[src/hdl/timer_pair_pkg.sv]
// Shared constants and types for the paired 8-bit interval timer.
package timer_pair_pkg;

    // Register indices; the APB byte address is four times the index.
    localparam logic [11:0] RUN_IDX     = 12'h100;
    localparam logic [11:0] CMP0_IDX    = 12'h102;
    localparam logic [11:0] CMP1_IDX    = 12'h103;
    localparam logic [11:0] MODE_IDX    = 12'h104;
    localparam logic [11:0] FFCR_IDX    = 12'h105;
    localparam logic [11:0] STATUS_IDX  = 12'h106;
    localparam logic [11:0] CMP2_IDX    = 12'h10a;
    localparam logic [11:0] CMP3_IDX    = 12'h10b;

    // Field positions in the run control register.
    localparam int RUN_FIRST_BIT   = 0;
    localparam int RUN_SECOND_BIT  = 1;
    localparam int RUN_PRESC_BIT   = 2;
    localparam int RUN_BUFEN_BIT   = 7;

    // Field positions in the mode register.
    localparam int MODE_CLK0_LSB   = 0;
    localparam int MODE_CLK1_LSB   = 2;
    localparam int MODE_PWM_LSB    = 4;
    localparam int MODE_OP_LSB     = 6;

    // Field positions in the flip-flop control register.
    localparam int FFCR_SRC_BIT    = 0;
    localparam int FFCR_IE_BIT     = 1;
    localparam int FFCR_CMD_LSB    = 2;

    // Values after reset.
    localparam logic [7:0] RUN_RESET   = 8'h00;
    localparam logic [7:0] MODE_RESET  = 8'h00;
    localparam logic [7:0] FFCR_RESET  = 8'h0c;
    localparam logic [7:0] CMP_RESET   = 8'h00;

    // Prescaler width and the bit counts at which each tap fires.
    localparam int PRESC_W    = 9;
    localparam int TAP1_BITS  = 1;
    localparam int TAP4_BITS  = 3;
    localparam int TAP16_BITS = 5;
    localparam int TAP256_BITS = 9;

    // Software commands on the output flip-flop.
    localparam logic [1:0] FF_INVERT = 2'b00;
    localparam logic [1:0] FF_SET    = 2'b01;
    localparam logic [1:0] FF_CLEAR  = 2'b10;

    // Operating modes of the pair.
    typedef enum logic [1:0] {
        MODE_TWO_8BIT = 2'b00,
        MODE_16BIT    = 2'b01,
        MODE_PPG      = 2'b10,
        MODE_PWM      = 2'b11
    } pair_mode_t;

    // One-cycle tap pulses from the prescaler.
    typedef struct packed {
        logic tap256;
        logic tap16;
        logic tap4;
        logic tap1;
    } tap_pulses_t;

endpackage : timer_pair_pkg

[src/hdl/pair_prescaler.sv]
// Prescaler producing the tap pulses for the timer pair.
`timescale 1ns/100ps
module pair_prescaler (
    input  wire logic                      pclk,
    input  wire logic                      presetn,
    input  wire logic                      prescaler_run,
    output timer_pair_pkg::tap_pulses_t    taps
);
    import timer_pair_pkg::*;

    logic [PRESC_W-1:0] presc_q;

    // Count while running; stopping clears the count.
    always_ff @(posedge pclk or negedge presetn) begin
        if (!presetn) begin
            presc_q <= '0;
        end else if (!prescaler_run) begin
            presc_q <= '0;
        end else begin
            presc_q <= presc_q + 1'b1;
        end
    end

    // A tap fires each time its low bits are all ones.
    always_comb begin
        taps.tap1   = prescaler_run && (&presc_q[TAP1_BITS-1:0]);
        taps.tap4   = prescaler_run && (&presc_q[TAP4_BITS-1:0]);
        taps.tap16  = prescaler_run && (&presc_q[TAP16_BITS-1:0]);
        taps.tap256 = prescaler_run && (&presc_q[TAP256_BITS-1:0]);
    end

endmodule : pair_prescaler

[src/hdl/timer_pair_module.sv]
// Paired 8-bit interval timers with APB registers and output flip-flop.
`timescale 1ns/100ps
// How it works
// - Each channel has an 8-bit up counter.
// - First clock: pin, tap 1, 4, 16.
// - Second clock: match/taps, or overflow in 16-bit.
// - Run bits start; clearing stops and clears.
// - Match on equality; zero compare matches overflow.
// - Match clears counter and pulses interrupt (first channel: not in PWM/PPG), may toggle.
// - Buffer enable bit, reset to disabled.
// - Buffer copies at PWM wrap or PPG start.
// - Shared address; buffered write loads buffer only.
// - Compare registers are write-only, read zero.
// - Match toggling gated by enable bit.
// - Reset clears the output flip-flop.
// - Software command inverts, sets, clears or holds.
// - Nine-bit prescaler with run bit clearing it.
module timer_pair_module (
    input  wire logic        pclk,
    input  wire logic        presetn,
    input  wire logic        psel,
    input  wire logic        penable,
    input  wire logic        pwrite,
    input  wire logic [11:0] paddr,
    input  wire logic [31:0] pwdata,
    output logic [31:0]      prdata,
    output logic             pready,
    output logic             pslverr,
    input  wire logic        external_count_input,
    output logic             timer_output_pin,
    output logic             first_match_interrupt,
    output logic             second_match_interrupt
);
    import timer_pair_pkg::*;

    // Picks one of four pulse sources by a 2-bit select.
    function automatic logic pick_tick(input logic [1:0] sel,
                                       input logic [3:0] src);
        pick_tick = src[sel];
    endfunction : pick_tick

    // Tells whether a byte address names a register, and which.
    function automatic logic addr_is(input logic [11:0] a,
                                     input logic [11:0] idx);
        addr_is = (a == {idx[9:0], 2'b00});
    endfunction : addr_is

    logic [7:0]  run_q;
    logic [7:0]  mode_q;
    logic        ff_src_q;
    logic        ff_ie_q;
    logic [7:0]  cmp0_q;
    logic [7:0]  cmp0_buf_q;
    logic [7:0]  cmp1_q;
    logic [7:0]  cnt_q [2];
    logic        ff_q;
    logic        irq0_q;
    logic        irq1_q;
    logic [31:0] prdata_q;
    logic        pslverr_q;
    logic [2:0]  ext_sync_q;
    tap_pulses_t taps;
    pair_mode_t  mode;
    logic        wr_en;
    logic        setup_rd;
    logic        mapped;
    logic        tick [2];
    logic        clr [2];
    logic        ovf0;
    logic        match0;
    logic        match1;
    logic        pwm_wrap;
    logic        ppg_start;
    logic        toggle_hit;
    logic        ext_edge;
    logic [7:0]  nxt0;
    logic [7:0]  nxt1;

    // Prescaler shared by both channels.
    pair_prescaler u_presc (
        .pclk          (pclk),
        .presetn       (presetn),
        .prescaler_run (run_q[RUN_PRESC_BIT]),
        .taps          (taps)
    );

    // Two flip-flops bring the pin in; the third gives the edge.
    always_ff @(posedge pclk or negedge presetn) begin
        if (!presetn) begin
            ext_sync_q <= 3'h0;
        end else begin
            ext_sync_q <= {ext_sync_q[1:0], external_count_input};
        end
    end
    assign ext_edge = ext_sync_q[1] && !ext_sync_q[2];

    // Bus decode; every access finishes with no wait state.
    assign mode     = pair_mode_t'(mode_q[MODE_OP_LSB +: 2]);
    assign wr_en    = psel && penable && pwrite;
    assign setup_rd = psel && !penable;
    assign pready   = 1'b1;
    assign prdata   = prdata_q;
    assign pslverr  = pslverr_q;
    assign mapped   = addr_is(paddr, RUN_IDX) || addr_is(paddr, CMP0_IDX)
                   || addr_is(paddr, CMP1_IDX) || addr_is(paddr, MODE_IDX)
                   || addr_is(paddr, FFCR_IDX) || addr_is(paddr, STATUS_IDX)
                   || addr_is(paddr, CMP2_IDX) || addr_is(paddr, CMP3_IDX);

    // Read data and error are registered in the setup cycle.
    always_ff @(posedge pclk or negedge presetn) begin
        if (!presetn) begin
            prdata_q  <= 32'h0;
            pslverr_q <= 1'b0;
        end else if (setup_rd) begin
            pslverr_q <= !mapped;
            if (pwrite) begin
                prdata_q <= 32'h0;
            end else if (addr_is(paddr, RUN_IDX)) begin
                prdata_q <= {24'h0, run_q};
            end else if (addr_is(paddr, MODE_IDX)) begin
                prdata_q <= {24'h0, mode_q};
            end else if (addr_is(paddr, STATUS_IDX)) begin
                prdata_q <= {15'h0, ff_q, cnt_q[1], cnt_q[0]};
            end else begin
                prdata_q <= 32'h0;
            end
        end
    end

    // Run, mode and flip-flop control bits.
    always_ff @(posedge pclk or negedge presetn) begin
        if (!presetn) begin
            run_q    <= RUN_RESET;
            mode_q   <= MODE_RESET;
            ff_src_q <= FFCR_RESET[FFCR_SRC_BIT];
            ff_ie_q  <= FFCR_RESET[FFCR_IE_BIT];
        end else if (wr_en) begin
            if (addr_is(paddr, RUN_IDX)) begin
                run_q <= pwdata[7:0];
            end else if (addr_is(paddr, MODE_IDX)) begin
                mode_q <= pwdata[7:0];
            end else if (addr_is(paddr, FFCR_IDX)) begin
                ff_src_q <= pwdata[FFCR_SRC_BIT];
                ff_ie_q  <= pwdata[FFCR_IE_BIT];
            end
        end
    end

    // Compare registers; the first has a buffer behind one address.
    always_ff @(posedge pclk or negedge presetn) begin
        if (!presetn) begin
            cmp0_q     <= CMP_RESET;
            cmp0_buf_q <= CMP_RESET;
            cmp1_q     <= CMP_RESET;
        end else begin
            if (wr_en && addr_is(paddr, CMP0_IDX)) begin
                cmp0_buf_q <= pwdata[7:0];
                if (!run_q[RUN_BUFEN_BIT]) begin
                    cmp0_q <= pwdata[7:0];
                end
            end else if (run_q[RUN_BUFEN_BIT] && (pwm_wrap || ppg_start))
            begin
                cmp0_q <= cmp0_buf_q;
            end
            if (wr_en && addr_is(paddr, CMP1_IDX)) begin
                cmp1_q <= pwdata[7:0];
            end
        end
    end

    // First channel: clock choice, match, PWM wrap and PPG period.
    always_comb begin
        tick[0]   = run_q[RUN_FIRST_BIT] && pick_tick(
                        mode_q[MODE_CLK0_LSB +: 2],
                        {taps.tap16, taps.tap4, taps.tap1, ext_edge});
        nxt0      = cnt_q[0] + 8'h01;
        ovf0      = tick[0] && (cnt_q[0] == 8'hff);
        match0    = tick[0] && ((cmp0_q == 8'h00) ? (cnt_q[0] == 8'hff)
                                                  : (nxt0 == cmp0_q));
        pwm_wrap  = 1'b0;
        ppg_start = 1'b0;
        if (mode == MODE_PWM) begin
            case (mode_q[MODE_PWM_LSB +: 2])
                2'b01:   pwm_wrap = tick[0] && (&cnt_q[0][5:0]);
                2'b10:   pwm_wrap = tick[0] && (&cnt_q[0][6:0]);
                2'b11:   pwm_wrap = ovf0;
                default: pwm_wrap = 1'b0;
            endcase
        end
        if (mode == MODE_PPG) begin
            ppg_start = tick[0] && (nxt0 == cmp1_q);
        end
        case (mode)
            MODE_PWM: clr[0] = pwm_wrap;
            MODE_PPG: clr[0] = ppg_start;
            default:  clr[0] = match0;
        endcase
    end

    // Second channel: clocked by overflow in 16-bit mode.
    always_comb begin
        if (mode == MODE_16BIT) begin
            tick[1] = run_q[RUN_SECOND_BIT] && ovf0;
        end else begin
            tick[1] = run_q[RUN_SECOND_BIT] && pick_tick(
                          mode_q[MODE_CLK1_LSB +: 2],
                          {taps.tap256, taps.tap16, taps.tap1, match0});
        end
        nxt1   = cnt_q[1] + 8'h01;
        match1 = tick[1] && ((cmp1_q == 8'h00) ? (cnt_q[1] == 8'hff)
                                               : (nxt1 == cmp1_q));
        clr[1] = match1;
    end

    // Both up counters share one structure.
    for (genvar i = 0; i < 2; i++) begin : g_cnt
        always_ff @(posedge pclk or negedge presetn) begin
            if (!presetn) begin
                cnt_q[i] <= 8'h00;
            end else if (!run_q[i]) begin
                cnt_q[i] <= 8'h00;
            end else if (tick[i] && clr[i]) begin
                cnt_q[i] <= 8'h00;
            end else if (tick[i]) begin
                cnt_q[i] <= cnt_q[i] + 8'h01;
            end
        end
    end

    // Which match toggles the flip-flop in the current mode.
    always_comb begin
        if (mode == MODE_TWO_8BIT) begin
            toggle_hit = ff_src_q ? match1 : match0;
        end else if (mode == MODE_16BIT) begin
            toggle_hit = match1;
        end else begin
            toggle_hit = match0;
        end
    end

    // Output flip-flop: a software command wins over a match toggle.
    always_ff @(posedge pclk or negedge presetn) begin
        if (!presetn) begin
            ff_q <= 1'b0;
        end else if (wr_en && addr_is(paddr, FFCR_IDX)) begin
            case (pwdata[FFCR_CMD_LSB +: 2])
                FF_INVERT: ff_q <= !ff_q;
                FF_SET:    ff_q <= 1'b1;
                FF_CLEAR:  ff_q <= 1'b0;
                default:   ff_q <= ff_q;
            endcase
        end else if (ff_ie_q && toggle_hit) begin
            ff_q <= !ff_q;
        end
    end

    // Match interrupts are one-cycle registered pulses.
    always_ff @(posedge pclk or negedge presetn) begin
        if (!presetn) begin
            irq0_q <= 1'b0;
            irq1_q <= 1'b0;
        end else begin
            irq0_q <= match0 && (mode != MODE_PWM) && (mode != MODE_PPG);
            irq1_q <= match1;
        end
    end

    assign timer_output_pin       = ff_q;
    assign first_match_interrupt  = irq0_q;
    assign second_match_interrupt = irq1_q;
endmodule : timer_pair_module

[config.mk]
export PLATFORM = sky130hd
export DESIGN_NAME = timer_pair_module
export DESIGN_NICKNAME = d
export VERILOG_FILES = /design/src/hdl/timer_pair_pkg.sv /design/src/hdl/pair_prescaler.sv /design/src/hdl/timer_pair_module.sv
export SDC_FILE = /design/constraint.sdc
export NUM_CORES = 1
export LEC_CHECK = 0
export ABC_AREA = 1
export BUFFER_PORTS_ARGS = -buffer_cell sky130_fd_sc_hd__buf_2
export CAP_MARGIN = 30
export CORE_MARGIN = 2
export CORE_UTILIZATION = 45
export CTS_BUF_LIST = sky130_fd_sc_hd__clkbuf_8
export CTS_CLUSTER_DIAMETER = 150
export DETAILED_ROUTE_END_ITERATION = 12
export PLACE_DENSITY = 0.78
export SYNTH_ARGS = -nofsm -noshare
export SYNTH_HDL_FRONTEND = slang
export SYNTH_SLANG_ARGS = --single-unit
export TNS_END_PERCENT = 5
[constraint.sdc]
create_clock -name pclk -period 1.8 [get_ports pclk]
set_input_delay 0.18 -clock pclk [delete_from_list [all_inputs] [get_ports pclk]]
set_output_delay 0.18 -clock pclk [all_outputs]
set_load 0.01 [all_outputs]
==> results_dict.tcl <==
set metrics [dict create \
    num_vias 4659 \
    ys.flop_type "dfrtp_1" \
    core_um2 10890 \
    cts_max_level 3 \
    dr.pass1.iters 6 \
    fin_setup_tns_ns -8.439 \
    yosys.area.top_type "dfrtp_1" \
    yosysSeqAreaShare_pct 45.07 \
    synth_most_common_cell "nand2_1" \
    hpwl_mm 10.39 \
    clock_path_buffers 2 \
    end_kind "flip-flop" \
    rows 38 \
    finalPower_mw 3.660 \
    worst_slack_ns -0.4633 \
    multiInputGateArea_um2 2456 \
    clock_skew_ns 0.01614 \
    first_global_vias 4427 \
    p_leak_nw 3.228 \
    clock_latency_ns 0.38 \
    dieArea_um2 12090 \
    grt_setup_unrepaired "true" \
    holdCritPathClass "input pin to flip-flop" \
    setup-violations-final 27 \
    nNetsFinal 823 \
    r2r-start "cnt_q[9]$_DFFE_PN0P_" \
    status "finished with violations" \
    synth_edf_count 0 \
    grt_usage_pct 23.10 \
    detail-route-antenna-nets 0 \
    max_cap_violations 0 \
    drt-vias-per-instance 5.137 \
    post-route-period-util_pct 125.7 \
    reg2reg_slack_ns -0.46 \
    regToRegEndpoint "cnt_q[5]$_DFFE_PN0P_" \
    initial_utilization_pct 46.40 \
    path_max_fanout 8 \
    ff2ff_path_depth 17 \
    synth_cell_types 43 \
    overflow 0 \
    cts.sink_count 91 \
    pre_cts_ws_ns -0.4271 \
    synthArstFlopShare_pct 100.0 \
    clkTransAtPathRegs_ns 0.10 \
    areaGrowthSynthToFinish_pct 27.14 \
    antenna_cells 0 \
    yosysWarnings 0 \
    fillers 967 \
    routed_wl_mm 13.36 \
    final_util_pct 59.00 \
    ios 87 \
    finalCriticalPeriod_ns 2.263 \
    numCtsBuffers 9 \
    synthTopCellsByArea "dfrtp_1, nand2_1, inv_1" \
    critPathKind "flip-flop to flip-flop" \
    io_buffers 46 \
    syn_inst 629 \
    final_hold_viol_count 0 \
    grt_pass1_wl_mm 21.15 \
    root_buffer "clkbuf_8" \
    die_width_um 110.0 \
    violations "setup timing" \
    cts_tree "done" \
    gp_congestion 0.9646 \
    synth-seq-cells 91 \
    wl_per_cell_um 14.73 \
    drv_slew 0 \
    ir_drop_uv 459.2 \
    ff_latch_area_um2 2278 \
    max_freq_mhz 441.8 \
    synth_area_um2 5052 \
    finalInstanceArea_um2 6424 \
    synth_top_area_share_pct 45.07 \
    required_ns 2.11 \
    worstPathArrival_ns 2.57 \
    placed_cell_area_um2 6016 \
    avgSynthCellArea_um2 8.032 \
    drive_above_1_share_pct 28.29 \
    startpoint "cnt_q[9]$_DFFE_PN0P_" \
    drt_iter0_drc 278 \
    die_h_um 110.0 \
    antenna_found_initial 0 \
    synth_top_cells_by_count "nand2_1, dfrtp_1, inv_1" \
    drc 0 \
    critical_path.endpoint "cnt_q[5]$_DFFE_PN0P_" \
    worst_setup_path_start_kind "flip-flop" \
    power.density_nw_per_um2 569.7 \
    grt_start_max_net_pins 47 \
]
-- placed cells by master, fill, tap and decap left out, drive strengths merged, types with 10 or more instances in the layout --
master,count
a21oi,15
conb,16
o21ai,51
nand3,42
inv,99
nand2,165
nor2,53
dfrtp,91
ha,11
clkbuf,10
buf,132
-- critical path: stages, from the launching register on --
cell and delay [ns]:
dfrtp_1 0.44, ha_4 0.20, nand3_4 0.10, o21ai_4 0.18, nand2_2 0.08, nand2_1 0.05
nand2_1 0.06, nor2_2 0.14, nand3_2 0.09, nand2_2 0.09, nand3_2 0.07, nand2_2 0.09
nand2_4 0.06, nand2_4 0.07, nand2_4 0.05, nor2_4 0.21, nand2_1 0.10, o21ai_1 0.10
-- flip-flops by register name, summed over array words and instances (netlist names) --
signal,count
cmp0_buf_q,8
cmp1_q,8
second_match_interrupt,1
prdata,17
timer_output_pin,1
cmp0_q,8
pslverr,1
cnt_q,16
mode_q,8
ff_ie_q,1
run_q,8
u_presc.presc_q,9
ext_sync_q,3
first_match_interrupt,1
ff_src_q,1
-- per-layer routing --
layer  GRT usage, %  vias up  routed length [um]
li1               -     2286                   -
met1          29.68     2197                5696
met2          38.26      150                6555
met3          5.335       26                 781
met4          7.866        0                 325
met5              0        -                   0
-- logic make-up after synthesis --
group	share of synthesized area (%)
mux	0.2229
flops	45.07
buf+inv	10.85
simple gates	27.29
xor+xnor	2.080
other cells	0.1486
fa+ha+maj	2.724
compound gates	11.61
-- stage by stage --
stage	hold slack, ns	cells
finish	0.01049	907
global route	0.02601	907
CTS	0.002196	904
detailed placement	0.1224	885
global placement	0.1197	885
floorplan	-0.1156	643
-- repair_timing --
item	4_1_cts	5_1_grt
hold buffers	3	0
endpoints found under the setup margin	27	27
buffers inserted	0	3
gates resized for setup	12	33
pin swaps	4	19
endpoints found under the hold margin	25	0
-- worst min-delay path by stage --
stage                         start  slack (ns)                   endpoint  cells past startpoint
after floorplan             presetn       -0.12  cmp0_buf_q[0]$_DFFE_PN0P_                      0
after global placement      presetn        0.12      cnt_q[13]$_DFFE_PN0P_                      1
after detailed placement    presetn        0.12      cnt_q[13]$_DFFE_PN0P_                      1
after CTS                 pwdata[1]       0.002      mode_q[1]$_DFFE_PN0P_                      3
after global routing      pwdata[1]        0.03      mode_q[1]$_DFFE_PN0P_                      3
final                     pwdata[1]        0.01      mode_q[1]$_DFFE_PN0P_                      3
-- power by group --
group | internal [mW] | switching [mW] | total (mW)
combinational | 0.0565 | 0.128 | 0.184
clock | 0.585 | 0.837 | 1.42
sequential | 2.05 | 0.00408 | 2.05
-- layout make-up --
class                   instances  area share [%]
multi-input cells             429           38.24
clock buffers                  10           2.143
flip-flops and latches         91           35.47
well taps                     140           2.727
inverters                      96           5.649
repair buffers                135           14.73
clock inverters                 6           1.052
(Power assumes the default switching activity.)
